File: src/verilog/ptimer_pkg.sv
/*
 * Constants for the paired 16/32-bit timer: register indexes, control
 * field positions, reset values and prescale ratios.
 * Assumes a 20 MHz instruction clock and a simple strobe register port.
 */
package ptimer_pkg;

    localparam int unsigned ADDR_W = 4;
    localparam int unsigned DATA_W = 16;

    // Register indexes on the plain register port
    localparam logic [3:0] REG_LOW_CTRL    = 4'h0;
    localparam logic [3:0] REG_HIGH_CTRL   = 4'h1;
    localparam logic [3:0] REG_COUNT_LOW   = 4'h2;
    localparam logic [3:0] REG_COUNT_HIGH  = 4'h3;
    localparam logic [3:0] REG_PERIOD_LOW  = 4'h4;
    localparam logic [3:0] REG_PERIOD_HIGH = 4'h5;
    localparam logic [3:0] REG_IRQ_FLAGS   = 4'h6;
    localparam logic [3:0] REG_IRQ_ENABLE  = 4'h7;

    // Control register field positions
    localparam int unsigned RUN_BIT      = 15;
    localparam int unsigned IDLE_BIT     = 13;
    localparam int unsigned GATE_BIT     = 6;
    localparam int unsigned PRESCALE_HI  = 5;
    localparam int unsigned PRESCALE_LO  = 4;
    localparam int unsigned WIDE_BIT     = 3;
    localparam int unsigned CLKSRC_BIT   = 1;

    // Implemented control bits; low control has the wide bit, high does not
    localparam logic [15:0] LOW_CTRL_MASK  = 16'ha07a;
    localparam logic [15:0] HIGH_CTRL_MASK = 16'ha072;
    localparam logic [15:0] CTRL_RESET     = 16'h0000;
    localparam logic [15:0] PERIOD_RESET   = 16'hffff;

    // Flag bit positions in the flag and enable registers
    localparam int unsigned FLAG_LOW  = 0;
    localparam int unsigned FLAG_HIGH = 1;

    // Prescale ratios less one, indexed by the prescale field
    localparam logic [7:0] PRE_DIV1   = 8'h00;
    localparam logic [7:0] PRE_DIV8   = 8'h07;
    localparam logic [7:0] PRE_DIV64  = 8'h3f;
    localparam logic [7:0] PRE_DIV256 = 8'hff;

endpackage

File: src/verilog/ptimer_tick.sv
/*
 * One timer's clock selection, gating and prescaler. Emits a one-cycle
 * count enable per prescaled input event.
 * Assumes the external count input is already synchronous to mclk.
 */
module ptimer_tick
    import ptimer_pkg::*;
(
    input  wire logic       mclk,
    input  wire logic       rstn,
    input  wire logic       run,
    input  wire logic       clk_src,
    input  wire logic       gate_en,
    input  wire logic [1:0] prescale,
    input  wire logic       ext_in,
    input  wire logic       gate_in,
    output logic            tick
);

    typedef struct packed {
        logic [7:0] pre;
        logic       ext_d;
        logic       tick;
    } tick_state_t;

    tick_state_t s_r;
    tick_state_t s_nxt;
    logic        event_in;
    logic [7:0]  limit;

    always_comb
    begin
        s_nxt       = s_r;
        s_nxt.ext_d = ext_in;
        s_nxt.tick  = 1'b0;
        case (prescale)
            2'b00:   limit = PRE_DIV1;
            2'b01:   limit = PRE_DIV8;
            2'b10:   limit = PRE_DIV64;
            default: limit = PRE_DIV256;
        endcase
        // Gating only means something on the internal clock
        if (clk_src)
            event_in = ext_in && !s_r.ext_d;
        else if (gate_en)
            event_in = gate_in;
        else
            event_in = 1'b1;
        if (!run)
            s_nxt.pre = 8'h00;
        else if (event_in)
        begin
            if (s_r.pre >= limit)
            begin
                s_nxt.pre  = 8'h00;
                s_nxt.tick = 1'b1;
            end
            else
                s_nxt.pre = s_r.pre + 8'h01;
        end
    end

    always_ff @(posedge mclk or negedge rstn)
    begin
        if (!rstn)
            s_r <= '0;
        else
            s_r <= s_nxt;
    end

    assign tick = s_r.tick;

    tick_rate_a: assert property (@(posedge mclk) disable iff (!rstn)
        (run && !clk_src && !gate_en && prescale == 2'b00 && $past(run)
         && $past(run, 2) && $past(prescale) == 2'b00 && !$past(clk_src)
         && !$past(gate_en)) |-> ##1 tick)
        else $error("Divide by one tick missing");

endmodule

File: src/verilog/ptimer.sv
/*
 * Paired 16-bit timers, cascadable into one 32-bit timer or counter.
 * Registers on a plain strobe port with read data one cycle later.
 * Assumes inputs synchronous to mclk; interrupt priority lives elsewhere.
 */
// The implementer's own choices: the strobed register port and the address map.
// Overview of operation
// - Wide bit joins timers into 32 bits
// - Low timer is low word, high upper
// - In wide mode high control is ignored
// - Wide uses low clock/gate, high flag
// - Wide period is period_high:period_low
// - Count pair reads running 32-bit count
// - Interrupt on 32-bit count/period match
// - Prescale divides by 1, 8, 64, 256
// - Gating only with internal clock
// - Split timers: all modes but asynchronous
// - Pair works as synchronous 32-bit counter
// - Timers run in sleep; idle bit halts in idle
// - Only 32-bit timer triggers the converter
// - Unimplemented bits read zero; reset clears, but periods reset to ffff
module ptimer
    import ptimer_pkg::*;
(
    input  wire logic              mclk,
    input  wire logic              rstn,
    input  wire logic [ADDR_W-1:0] addr,
    input  wire logic [DATA_W-1:0] wdata,
    input  wire logic              wr,
    input  wire logic              rd,
    output logic      [DATA_W-1:0] rdata,
    input  wire logic              ext_count_low,
    input  wire logic              ext_count_high,
    input  wire logic              gate_low,
    input  wire logic              gate_high,
    input  wire logic              idle_mode,
    output logic                   match_low,
    output logic                   match_high,
    output logic                   adc_trigger
);

    typedef struct packed {
        logic [15:0] low_ctrl;
        logic [15:0] high_ctrl;
        logic [15:0] count_low;
        logic [15:0] count_high;
        logic [15:0] period_low;
        logic [15:0] period_high;
        logic [1:0]  flags;
        logic [1:0]  irq_en;
        logic [15:0] rdata;
        logic        match_low;
        logic        match_high;
        logic        adc_trig;
        logic        irq_low;
        logic        irq_high;
    } timer_state_t;

    timer_state_t s_r;
    timer_state_t s_nxt;

    logic        wide;
    logic        run_low;
    logic        run_high;
    logic        tick_low;
    logic        tick_high;
    logic [31:0] count32;
    logic [31:0] period32;

    ////////////////////////////////////////////////////////////////////////
    // Mode decode

    assign wide = s_r.low_ctrl[WIDE_BIT];
    // Idle halt only applies in idle; sleep never stops a synchronous count
    assign run_low = s_r.low_ctrl[RUN_BIT]
        && !(idle_mode && s_r.low_ctrl[IDLE_BIT]);
    // High control is ignored when the pair is cascaded
    assign run_high = !wide && s_r.high_ctrl[RUN_BIT]
        && !(idle_mode && s_r.high_ctrl[IDLE_BIT]);
    assign count32  = {s_r.count_high, s_r.count_low};
    assign period32 = {s_r.period_high, s_r.period_low};

    ////////////////////////////////////////////////////////////////////////
    // Tick generators; the low one drives the pair in wide mode

    ptimer_tick u_tick_low (
        .mclk     (mclk),
        .rstn     (rstn),
        .run      (run_low),
        .clk_src  (s_r.low_ctrl[CLKSRC_BIT]),
        .gate_en  (s_r.low_ctrl[GATE_BIT]),
        .prescale (s_r.low_ctrl[PRESCALE_HI:PRESCALE_LO]),
        .ext_in   (ext_count_low),
        .gate_in  (gate_low),
        .tick     (tick_low)
    );

    ptimer_tick u_tick_high (
        .mclk     (mclk),
        .rstn     (rstn),
        .run      (run_high),
        .clk_src  (s_r.high_ctrl[CLKSRC_BIT]),
        .gate_en  (s_r.high_ctrl[GATE_BIT]),
        .prescale (s_r.high_ctrl[PRESCALE_HI:PRESCALE_LO]),
        .ext_in   (ext_count_high),
        .gate_in  (gate_high),
        .tick     (tick_high)
    );

    ////////////////////////////////////////////////////////////////////////
    // Next state

    always_comb
    begin
        s_nxt            = s_r;
        s_nxt.match_low  = 1'b0;
        s_nxt.match_high = 1'b0;
        s_nxt.adc_trig   = 1'b0;
        s_nxt.rdata      = '0;

        // Counting first so that a software write in the same cycle wins
        if (wide)
        begin
            if (tick_low && run_low)
            begin
                if (count32 == period32)
                begin
                    {s_nxt.count_high, s_nxt.count_low} = 32'h0000_0000;
                    s_nxt.match_high = 1'b1;
                    s_nxt.adc_trig   = 1'b1;
                end
                else
                    {s_nxt.count_high, s_nxt.count_low} = count32 + 32'h0000_0001;
            end
        end
        else
        begin
            if (tick_low && run_low)
            begin
                if (s_r.count_low == s_r.period_low)
                begin
                    s_nxt.count_low = 16'h0000;
                    s_nxt.match_low = 1'b1;
                end
                else
                    s_nxt.count_low = s_r.count_low + 16'h0001;
            end
            if (tick_high && run_high)
            begin
                if (s_r.count_high == s_r.period_high)
                begin
                    s_nxt.count_high = 16'h0000;
                    s_nxt.match_high = 1'b1;
                end
                else
                    s_nxt.count_high = s_r.count_high + 16'h0001;
            end
        end

        // Register writes
        if (wr)
        begin
            if (addr == REG_LOW_CTRL)
                s_nxt.low_ctrl = wdata & LOW_CTRL_MASK;
            else if (addr == REG_HIGH_CTRL)
                s_nxt.high_ctrl = wdata & HIGH_CTRL_MASK;
            else if (addr == REG_COUNT_LOW)
                s_nxt.count_low = wdata;
            else if (addr == REG_COUNT_HIGH)
                s_nxt.count_high = wdata;
            else if (addr == REG_PERIOD_LOW)
                s_nxt.period_low = wdata;
            else if (addr == REG_PERIOD_HIGH)
                s_nxt.period_high = wdata;
            else if (addr == REG_IRQ_FLAGS)
                s_nxt.flags = s_r.flags & ~wdata[1:0];
            else if (addr == REG_IRQ_ENABLE)
                s_nxt.irq_en = wdata[1:0];
        end

        // A match in the clearing cycle keeps its flag
        if (s_nxt.match_low)
            s_nxt.flags[FLAG_LOW] = 1'b1;
        if (s_nxt.match_high)
            s_nxt.flags[FLAG_HIGH] = 1'b1;

        // Enable gating is done before the flop so the outputs leave registers
        s_nxt.irq_low  = s_nxt.match_low && s_nxt.irq_en[FLAG_LOW];
        s_nxt.irq_high = s_nxt.match_high && s_nxt.irq_en[FLAG_HIGH];

        // Register reads
        if (rd)
        begin
            if (addr == REG_LOW_CTRL)
                s_nxt.rdata = s_r.low_ctrl;
            else if (addr == REG_HIGH_CTRL)
                s_nxt.rdata = s_r.high_ctrl;
            else if (addr == REG_COUNT_LOW)
                s_nxt.rdata = s_r.count_low;
            else if (addr == REG_COUNT_HIGH)
                s_nxt.rdata = s_r.count_high;
            else if (addr == REG_PERIOD_LOW)
                s_nxt.rdata = s_r.period_low;
            else if (addr == REG_PERIOD_HIGH)
                s_nxt.rdata = s_r.period_high;
            else if (addr == REG_IRQ_FLAGS)
                s_nxt.rdata = {14'h0000, s_r.flags};
            else if (addr == REG_IRQ_ENABLE)
                s_nxt.rdata = {14'h0000, s_r.irq_en};
            else
                s_nxt.rdata = 16'h0000;
        end
    end

    always_ff @(posedge mclk or negedge rstn)
    begin
        if (!rstn)
        begin
            s_r             <= '0;
            s_r.low_ctrl    <= CTRL_RESET;
            s_r.high_ctrl   <= CTRL_RESET;
            s_r.period_low  <= PERIOD_RESET;
            s_r.period_high <= PERIOD_RESET;
        end
        else
            s_r <= s_nxt;
    end

    // Match pulses reach the interrupt controller only when enabled
    assign rdata       = s_r.rdata;
    assign match_low   = s_r.irq_low;
    assign match_high  = s_r.irq_high;
    assign adc_trigger = s_r.adc_trig;

    ////////////////////////////////////////////////////////////////////////
    // Checks

    wide_match_a: assert property (@(posedge mclk) disable iff (!rstn)
        (wide && tick_low && run_low && count32 == period32 && !wr)
        |=> (count32 == 32'h0 && s_r.match_high && s_r.flags[FLAG_HIGH]))
        else $error("Wide match did not reload and flag");

    wide_carry_a: assert property (@(posedge mclk) disable iff (!rstn)
        (wide && tick_low && run_low && count32 != period32 && !wr)
        |=> count32 == $past(count32) + 32'h1)
        else $error("Wide count did not carry");

    // A tick already in flight when wide is set is harmless, so skip that cycle
    high_ignored_a: assert property (@(posedge mclk) disable iff (!rstn)
        (wide && $past(wide)) |-> !tick_high)
        else $error("High timer ran in wide mode");

    no_low_flag_a: assert property (@(posedge mclk) disable iff (!rstn)
        (wide && $past(wide)) |-> !s_r.match_low)
        else $error("Low flag raised in wide mode");

    irq_out_a: assert property (@(posedge mclk) disable iff (!rstn)
        match_high |-> (s_r.match_high && s_r.irq_en[FLAG_HIGH]))
        else $error("High interrupt pulse without enabled match");

    adc_wide_a: assert property (@(posedge mclk) disable iff (!rstn)
        s_r.adc_trig |-> $past(wide))
        else $error("Converter trigger outside wide mode");

    stop_hold_a: assert property (@(posedge mclk) disable iff (!rstn)
        (!run_low && !wr) |=> s_r.count_low == $past(s_r.count_low))
        else $error("Stopped low timer changed");

    ctrl_zero_a: assert property (@(posedge mclk) disable iff (!rstn)
        (s_r.low_ctrl & ~LOW_CTRL_MASK) == 16'h0)
        else $error("Unimplemented control bit set");

    split_match_a: assert property (@(posedge mclk) disable iff (!rstn)
        (!wide && tick_low && run_low && s_r.count_low == s_r.period_low
         && !wr) |=> (s_r.count_low == 16'h0 && s_r.flags[FLAG_LOW]))
        else $error("Split match did not reload");

    split_high_a: assert property (@(posedge mclk) disable iff (!rstn)
        (!wide && tick_high && run_high && s_r.count_high == s_r.period_high
         && !wr) |=> (s_r.count_high == 16'h0 && s_r.flags[FLAG_HIGH]))
        else $error("Split high match did not reload");

    flag_sticky_a: assert property (@(posedge mclk) disable iff (!rstn)
        (s_r.flags[FLAG_HIGH] && !(wr && addr == REG_IRQ_FLAGS))
        |=> s_r.flags[FLAG_HIGH])
        else $error("High flag dropped without a clear");

    read_data_a: assert property (@(posedge mclk) disable iff (!rstn)
        (rd && addr == REG_PERIOD_HIGH) |=> rdata == $past(s_r.period_high))
        else $error("Period read wrong");

    wide_match_c: cover property (@(posedge mclk) disable iff (!rstn)
        s_r.adc_trig);
    split_match_c: cover property (@(posedge mclk) disable iff (!rstn)
        s_r.match_low && !wide);
    clear_race_c: cover property (@(posedge mclk) disable iff (!rstn)
        wr && addr == REG_IRQ_FLAGS && s_nxt.match_high);
    high_ext_c: cover property (@(posedge mclk) disable iff (!rstn)
        s_r.high_ctrl[CLKSRC_BIT] && tick_high && run_high);

endmodule

File: config.mk
export PLATFORM = sky130hd
export DESIGN_NAME = ptimer
export DESIGN_NICKNAME = d
export VERILOG_FILES = /design/src/verilog/ptimer_pkg.sv /design/src/verilog/ptimer_tick.sv /design/src/verilog/ptimer.sv
export SDC_FILE = /design/constraint.sdc
export NUM_CORES = 1
export LEC_CHECK = 0
export ABC_AREA = 1
export BUFFER_PORTS_ARGS = -buffer_cell sky130_fd_sc_hd__buf_2
export CORE_MARGIN = 5
export CORE_UTILIZATION = 57
export DETAILED_ROUTE_END_ITERATION = 8
export GPL_TIMING_DRIVEN = 0
export PLACE_DENSITY_LB_ADDON = 0.25
export SLEW_MARGIN = 20
export SYNTH_ARGS = -nofsm -noshare
export SYNTH_HDL_FRONTEND = slang
export SYNTH_SLANG_ARGS = --single-unit
File: constraint.sdc
create_clock -name mclk -period 2.5 [get_ports mclk]
set_input_delay 0.75 -clock mclk [delete_from_list [all_inputs] [get_ports mclk]]
set_output_delay 0.75 -clock mclk [all_outputs]
set_load 0.005 [all_outputs]
Word level (Yosys, flattened, before mapping)

Cells that the tools add are included.

Bits in registers: 120
Bits of input ports: 29
Output and inout port bits: 19
Word-level logic and storage cells: 149

Add/subtract/negate cells: 5
$lt $le $gt $ge: 2
Equal/unequal tests: 28
Multiplexer cells: 59
Bitwise logic cells: 7
Reduce and logical (&&, ||, !) cells: 29

Operators by type and width:

| operator                                       | number |
|---|---|
| 2-to-1 mux 16 bit                              | 15 |
| 2-to-1 mux 68 bit                              | 3 |
| 2-to-1 mux 32 bit                              | 3 |
| 2-to-1 mux 52 bit                              | 1 |
| 2-to-1 mux 8 bit                               | 6 |
| case mux 8 bit (3 select lines)                | 2 |
| 2-to-1 mux 36 bit                              | 1 |
| adder 16 x 1 -> 16 bit (second input constant) | 2 |
| adder 32 x 1 -> 32 bit (second input constant) | 1 |
| == test 16 bit                                 | 2 |
| == test 32 bit                                 | 1 |
| != test 2 bit (second input constant)          | 12 |
| 2-to-1 mux 20 bit                              | 1 |
| 2-to-1 mux 1 bit                               | 19 |
| adder 8 x 1 -> 8 bit (second input constant)   | 2 |
| == test 4 x 3 -> 1 bit (second input constant) | 4 |
| greater-or-equal comparator 8 bit              | 2 |
| AND reduction 8 bit                            | 2 |
| 2-to-1 mux 2 bit                               | 7 |
| logical AND 1 bit                              | 11 |
| == test 4 x 2 -> 1 bit (second input constant) | 2 |
| nonzero test 2 bit                             | 4 |
| AND reduction 7 bit                            | 1 |
| AND reduction 6 bit                            | 1 |
| other kinds (13)                               | 25 |

Longest topological paths before layout

Gate-level depths: netlist (run 1).

Depth in word-level cells: 12
Mapped depth: 15
Mapped depth without buffers: 13

Cells and area by module

From an unflattened synthesis (run 1), not the netlist that was laid out.

Cell total of the unflattened synthesis: 1,170
Area, all modules: 8,079.0 µm²

By module, submodules not included:

| module      | times used | cells an instance | area each (µm²) | sequential area each (µm²) |
|---|---|---|---|---|
| ptimer      | 1          | 980               | 6,697.7         | 2,542.4 |
| ptimer_tick | 2          | 95                | 690.7           | 250.2 |

Worst setup path after synthesis (run 1)

No wires, ideal clock.

Path kind: in2reg
From: in idle_mode
To: reg s_r (netlist bit count32[23])
Library setup time: 73 ps
Data arrival time: 1,811 ps
Required time: 2,427 ps
Setup slack: 616 ps
Stages on the path: 8
Buffers on the path: 1
Path through: nand2_1 > nand3_4 > buf_6 > nor2_1 > nand3_1 > xor2_1 > nand3b_1 > a21oi_2

RTL lines:

| what                 | line          | text |
|---|---|---|
| from (decl)          | ptimer.sv:36  | `input wire logic idle_mode,` |
| to (signal assigned) | ptimer.sv:226 | `s_r <= s_nxt;` |
| to (decl)            | ptimer.sv:59  | `timer_state_t s_r;` |

Final worst setup path (run 1)

From: reg s_r[93] in the netlist's numbering
To: reg u_tick_high.s_r[9] in the netlist's numbering

Longest elaborated chain between the ends: 6
Elaborated cells on any way between the ends: 8
Classes of those cells: order compare: 1; eq/ne: 2; mux: 4; reduce/logical: 1

Ends and longest elaborated chain:

| what                                  | line              | text |
|---|---|---|
| == test 2 bit (tied with other cells) | ptimer_tick.sv:36 | `case (prescale)` |
| case mux 8 bit (3 select lines) (*)   | ptimer_tick.sv:36 |  |
| greater-or-equal comparator 8 bit (*) | ptimer_tick.sv:53 | `if (s_r.pre >= limit)` |
| 2-to-1 mux 8 bit (*)                  | ptimer_tick.sv:53 |  |
| 2-to-1 mux 8 bit (*)                  | ptimer_tick.sv:51 | `else if (event_in)` |
| 2-to-1 mux 8 bit (*)                  | ptimer_tick.sv:49 | `if (!run)` |
| to (signal assigned)                  | ptimer_tick.sv:68 | `s_r <= s_nxt;` |
| to (decl)                             | ptimer_tick.sv:26 | `tick_state_t s_r;` |

Every way passes the cells marked *; elsewhere a longest branch is shown, timed or not. The select of a mux whose other input is x is not followed.
A chain may end at the register's enable or synchronous reset.

==> reports/metrics.yaml, run 1 <==
sta:
  min_period_over_period_pct: 88.2
  worst_pin_slew_ps: 712
  max_freq_mhz: 453
  slew_violations: 0
  hold_slack_ps: 328
  fin_skew_ps: 10.3
  slew_headroom_pct: 52.6
  min_period_ps: 2210
  finalHoldViolCount: 0
  rsz0062_at_grt: "no"
  finalSetupViolCount: 0
floorplan:
  start_util_pct: 58.4
  dieArea_um2: 16800
  die_h_um: 129
  rows: 43
  design.portCount: 48
  core_area_um2: 13900
  die_w_um: 129
clock_network:
  clk_latency_ps: 430
  cts_sinks: 120
  cts_buffer_depth: 2
  cts.reportedPaths.clkPinSlew_ps: 60
  htreeDepth: 4
  hold_buffers: 0
  cts_made_buffers: 17
  cts-resized-gates: 0
  post_cts_buffers: 0
  cts_tree: "built"
  root_buffer: "clkbuf_16"
setup_path:
  cp_num_buf_inv: 0
  critical_path_class: "flip-flop to flip-flop"
  cp_top_family: "simple AND/OR/NAND/NOR gates"
  timing.rr.start: "s_r[93]"
  r2r_end: "u_tick_high.s_r[9]"
  reg2regPathDepth: 9
  worstPathRequired_ps: 2830
  slowest_stage: "dfrtp_1"
  cp_slowest_stage_delay_ps: 420
  startpoint_type: "flip-flop"
  regToRegSetupSlack_ps: 290
  crit_chain: "nor2_1 -> ha_1 -> a21oi_1 -> o21ai_0 -> nand2_1 -> o2111ai_1 -> nor3_2 -> nand2_1 -> o21ai_0"
  cp.arrival_ps: 2530
  critPathMaxFanout: 5
  critPathCaptureType: "flip-flop"
synthesis:
  ys_ff_latch: 120
  yosys_warnings: 0
  async_flop_share_pct: 100
  seq_area_frac_synth_pct: 37.4
  syn_inst: 1106
  synth_area_um2: 8140
  synth_nets: 1155
  synth_area_leader_cell: "dfrtp_1"
  synth_cell_types: 52
  synth_area_leaders: "dfrtp_1 27%, nand2_1 14%, dfstp_2 10%, inv_1 6.7%, o21ai_0 5.5%"
  synthFlopType: "dfrtp_1"
  avgSynthCellArea_um2: 7.36
  synth_edf_count: 0
  yosysTopAreaCellShare_pct: 27.1
route:
  drtIter0Drc: 876
  drc_errors: 0
  wl_per_cell_um: 18.3
  vias_per_cell: 5.73
  antenna_left: 0
  first_pass_iters: 7
  totalWireLength_um: 25000
  vias: 7829
global_route:
  grt_pass1_wl_um: 38700
  grt_usage_pct: 30.6
  gr-total-overflow: 0
  grt_pass1_vias: 7242
  antenna_found_initial: 0
  grt_max_degree: 66
final_layout:
  final_common_cell: "nand2_1"
  final_nets: 1222
  antennaDiodeCount: 0
  drive_above_1_share_pct: 17.5
  final_util_pct: 66.6
  area_growth_pct: 14.0
  final_cell_mix: "295 x nand2_1, 145 x inv_1, 90 x nor2_1, 90 x o21ai_0, 88 x dfrtp_1"
  seq_area_um2: 3040
  nFillCells: 1238
  multi_input_area_um2: 4170
run_status:
  status: "completed"
worst_hold_path:
  min_path_type: "input port to asynchronous set/reset pin"
power:
  ir_drop_uv: 738
  total_power_uw: 8010
  p_leak_uw: 0.00454
  power_density_nw_per_um2: 864
placement:
  hpwl_um: 18500
  routabilityCongestion: 0.989
  port_buffers: 47
run:
  drv_cap: 0
==> worst reg2reg max path, cell delays in order, from the launching register on <==
cell       delay (ps)
dfrtp_1           420
nor2_1            210
ha_1              290
a21oi_1           150
o21ai_0            80
nand2_1            60
o2111ai_1         270
nor3_2            410
nand2_1           100
o21ai_0           110
==> synth_stat cells, types with 4 or more instances <==
master / number
nand2_1: 295
inv_1: 145
nor2_1: 90
o21ai_0: 90
dfrtp_1: 88
nand3_1: 46
a21oi_1: 42
dfstp_2: 32
xor2_1: 26
nand4_1: 25
o22ai_1: 23
xnor2_1: 23
ha_1: 20
buf_4: 19
buf_2: 11
nor3_1: 11
clkbuf_1: 9
nor2_2: 9
nor2_4: 9
nand2_2: 8
o211ai_1: 8
o21ai_1: 7
buf_6: 6
inv_2: 6
nand3b_1: 5
o221ai_1: 5
a221oi_1: 4
nand3_2: 4
==> worst max-delay path by stage <==
stage	startpoint	to	slack, ps	cells past startpoint
after floorplan	idle_mode	count32[23]	620	8
after global placement	rstn	rdata[8]	-840	1
after detailed placement	idle_mode	count32[22]	90	11
after CTS	s_r[93]	u_tick_high.s_r[9]	110	9
after global routing	s_r[93]	u_tick_high.s_r[9]	90	9
final	s_r[93]	u_tick_high.s_r[9]	290	9
==> routing by layer <==
metal	vias up	routed length [um]	global-route usage (%)
li1	3692	-	-
met1	3654	10200	41.9
met2	410	11500	48.4
met4	0	901	12.5
met3	73	2460	5.07
met5	-	0	0
==> cell type report <==
cell class	count	share of cell area (%)
tap	180	2.43
timing repair buffer	48	2.90
clock inverter	11	1.83
multi-input combinational	782	45.0
sequential	120	32.8
buffer	51	3.72
clock buffer	21	5.07
inverter	153	6.25
==> metrics by stage <==
stage | area [um^2] | TNS (ps) | setup WS [ps] | cells
floorplan | 8140 | 0 | 616 | 1106
global route | 9280 | 0 | 89.2 | 1366
finish | 9280 | 0 | 295 | 1366
CTS | 9270 | 0 | 112 | 1366
detailed placement | 8630 | 0 | 85.9 | 1334
global placement | 8600 | -78240 | -842 | 1333
==> registers in the layout (all words and copies together), names as in the netlist <==
name              flops
rdata                16
adc_trigger           1
u_tick_high.s_r       9
u_tick_high.tick      1
match_high            1
match_low             1
period32             32
u_tick_low.tick       1
s_r                  17
count32              32
u_tick_low.s_r        9
==> cells by family (layout without fill, tap and decap cells) <==
family	after synthesis	after routing	share of synthesized area (%)
and+or+nand+nor	523	523	29.8
DFF	120	120	37.4
xor gates and xnor gates	49	49	5.28
buffers and inverters	204	284	11.4
AOI/OAI and AO/OA	190	190	13.1
adders and majority gates	20	20	3.08
==> report_power, final <==
part	switching, uW	internal, uW	leakage (uW)
combinational	1500	908	0.00275
clock	949	1750	0.000306
sequential	511	2400	0.00149
total	2960	5050	0.00454
Power figures use the tool's default switching activity.
==> run 2: changes to the inputs <==
--- a/config.mk
+++ b/config.mk
@@ -8,10 +8,10 @@
 export ABC_AREA = 1
 export BUFFER_PORTS_ARGS = -buffer_cell sky130_fd_sc_hd__buf_2
 export CORE_MARGIN = 5
-export CORE_UTILIZATION = 57
+export CORE_UTILIZATION = 45
 export DETAILED_ROUTE_END_ITERATION = 8
 export GPL_TIMING_DRIVEN = 0
-export PLACE_DENSITY_LB_ADDON = 0.25
+export PLACE_DENSITY = 0.61
 export SLEW_MARGIN = 20
 export SYNTH_ARGS = -nofsm -noshare
 export SYNTH_HDL_FRONTEND = slang
==> run 2 against run 1 <==
Compared with the run above:
- die area increased by 24%
- highest routed layer unchanged
- register-to-register slack got worse by 96 ps
- first-iteration DRC count fell by 19%
- sequential cell count stayed put
- clock skew rose by 1.1 ps
- cell area grew 0.66%
- via count is 3.7% lower
- total power is 0.12% higher
- largest power group unchanged
- largest cell class unchanged
- worst hold slack worse by 160 ps
- maximum frequency is 4.2% lower
- sequential power barely moved
==> reports/metrics.yaml, run 2 (same netlist as run 1, synthesis figures left out) <==
run_status:
  status: "completed"
final_layout:
  final_util_pct: 52.2  # -14 points
  final_common_cell: "nand2_1"
  nFillCells: 1828  # +48%
  multi_input_area_um2: 4170  # -0.12%
  seq_area_um2: 3040  # unchanged
  area_growth_pct: 14.8
  drive_above_1_share_pct: 17.4  # -0.17 points
  final_cell_mix: "295 x nand2_1, 145 x inv_1, 90 x nor2_1, 90 x o21ai_0, 88 x dfrtp_1"
  final_nets: 1222  # unchanged
  antennaDiodeCount: 0  # unchanged
run:
  drv_cap: 0  # unchanged
route:
  vias: 7538  # -3.7%
  vias_per_cell: 5.33  # -7.1%
  totalWireLength_um: 25900  # +3.4%
  drc_errors: 0  # unchanged
  drtIter0Drc: 709  # -19%
  first_pass_iters: 7  # unchanged
  wl_per_cell_um: 18.3  # -0.17%
  antenna_left: 0  # unchanged
placement:
  hpwl_um: 19700  # +6.6%
  post-place-ws_ps: 33.4  # -52.4 ps
  routabilityCongestion: 0.977  # -1.2%
  port_buffers: 47  # unchanged
clock_network:
  htreeDepth: 4  # unchanged
  cts_made_buffers: 17  # unchanged
  clk_latency_ps: 420  # about the same
  root_buffer: "clkbuf_16"
  cts.reportedPaths.clkPinSlew_ps: 60  # about the same
  cts_buffer_depth: 2  # unchanged
  cts_tree: "built"
  cts-resized-gates: 0  # unchanged
  post_cts_buffers: 0  # unchanged
  hold_buffers: 0  # unchanged
  cts_sinks: 120  # unchanged
global_route:
  grt_pass1_vias: 7184  # -0.80%
  grt_usage_pct: 25.7  # -4.9 points
  grt_max_degree: 96  # +45%
  gr-total-overflow: 0  # unchanged
  grt_pass1_wl_um: 40300  # +4.0%
  antenna_found_initial: 0  # unchanged
floorplan:
  core_area_um2: 17900  # +28%
  design.portCount: 48  # unchanged
  die_h_um: 144  # +12%
  dieArea_um2: 20900  # +24%
  start_util_pct: 45.4  # -13 points
  rows: 49  # +14%
  die_w_um: 144  # +12%
power:
  p_sw_uw: 2960  # +0.11%
  clockPowerShare_pct: 33.8  # about the same
  p_sw_share_pct: 36.9  # about the same
  seqPwrFrac_pct: 36.2  # about the same
  p_leak_uw: 0.00455  # +0.14%
  internal_power_uw: 5060  # +0.12%
  ir_drop_uv: 651  # -12%
  pwr-share-comb_pct: 30.0  # about the same
  power_density_nw_per_um2: 859  # -0.54%
sta:
  min_period_ps: 2300  # +96.0 ps
  worst_pin_slew_ps: 695  # -16.6 ps
  slew_violations: 0  # unchanged
  rsz0062_at_grt: "no"
  finalSetupViolCount: 0  # unchanged
  finalHoldViolCount: 0  # unchanged
  max_freq_mhz: 435  # -4.2%
  fin_tns_setup_ps: 0  # unchanged
  fin_skew_ps: 11.4  # +1.07 ps
  fin_ws_ps: 199  # -96.0 ps
  min_period_over_period_pct: 92.0  # +3.8 points
  slew_headroom_pct: 53.7  # +1.1 points
setup_path:
  critPathCaptureType: "flip-flop"
  cp_num_buf_inv: 0  # unchanged
  cp_slowest_stage_delay_ps: 550  # +130 ps
  crit_chain: "nor2_1 -> ha_1 -> a21oi_1 -> o21ai_0 -> nand2_1 -> o2111ai_1 -> nor3_1 -> nand2_1 -> o21ai_0"
  slowest_stage: "nor3_1"
  worstPathRequired_ps: 2830  # about the same
  critPathMaxFanout: 5  # unchanged
  startpoint_type: "flip-flop"
  critical_path_class: "flip-flop to flip-flop"
  cp.arrival_ps: 2630  # +100 ps
  cp_top_family: "simple AND/OR/NAND/NOR gates"
worst_hold_path:
  min_path_type: "input port to asynchronous set/reset pin"
run 2: cell type report:
cell class | instances | area share, %
plain buffers | 51 | 3.70
clock buffers | 22 | 5.08
clock inverters | 10 | 1.80
inverters | 153 | 6.20
multi-input cells | 782 | 44.6
flip-flops and latches | 120 | 32.6
well taps | 229 | 3.07
repair buffers | 48 | 2.92
run 2: per-stage QoR:
| step | cell area [um^2] | std cells | power, uW | hold WS [ps] |
|---|---|---|---|---|
| detailed placement | 8690 | 1383 | 5300 | 469 |
| global placement | 8660 | 1382 | 5260 | 467 |
| global route | 9340 | 1415 | 8520 | 171 |
| CTS | 9340 | 1415 | 8030 | 160 |
| finish | 9340 | 1415 | 8020 | 169 |
| floorplan | 8140 | 1106 | 4520 | 449 |
run 2: power by group through the flow:
stage,registers [uW],logic (uW),clock network (uW)
2_1_floorplan,2730,1790,0
3_3_place_gp,2910,2350,0
3_5_place_dp,2920,2380,0
4_1_cts,2890,2400,2740
5_1_grt,2950,2730,2840
6_report,2910,2400,2710
run 2: path summary, 6_finish.rpt:
kind	slack, ps	from	cells after the start	end
max in group asynchronous	1550	rstn	2	period32[8]
max reg2reg	200	s_r[94]	9	u_tick_high.s_r[3]
min reg2reg	480	s_r[111]	2	s_r[111]
min in group mclk	450	ext_count_high	1	u_tick_high.s_r[1]
min	170	rstn	1	u_tick_high.s_r[2]
max	200	s_r[94]	9	u_tick_high.s_r[3]
run 2: metal layers:
metal	vias to the layer above	GRT usage, %	share of wire (%)
met1	3520	35.2	44
met3	48	6.42	7.8
met5	-	0	0
met2	267	40.0	46
met4	0	8.10	2.4
li1	3703	-	-
run 2: worst register-to-register path, cell delays in order, from the launching register on:
cell,delay [ps]
dfrtp_1,430
nor2_1,210
ha_1,290
a21oi_1,150
o21ai_0,90
nand2_1,60
o2111ai_1,210
nor3_1,550
nand2_1,110
o21ai_0,110
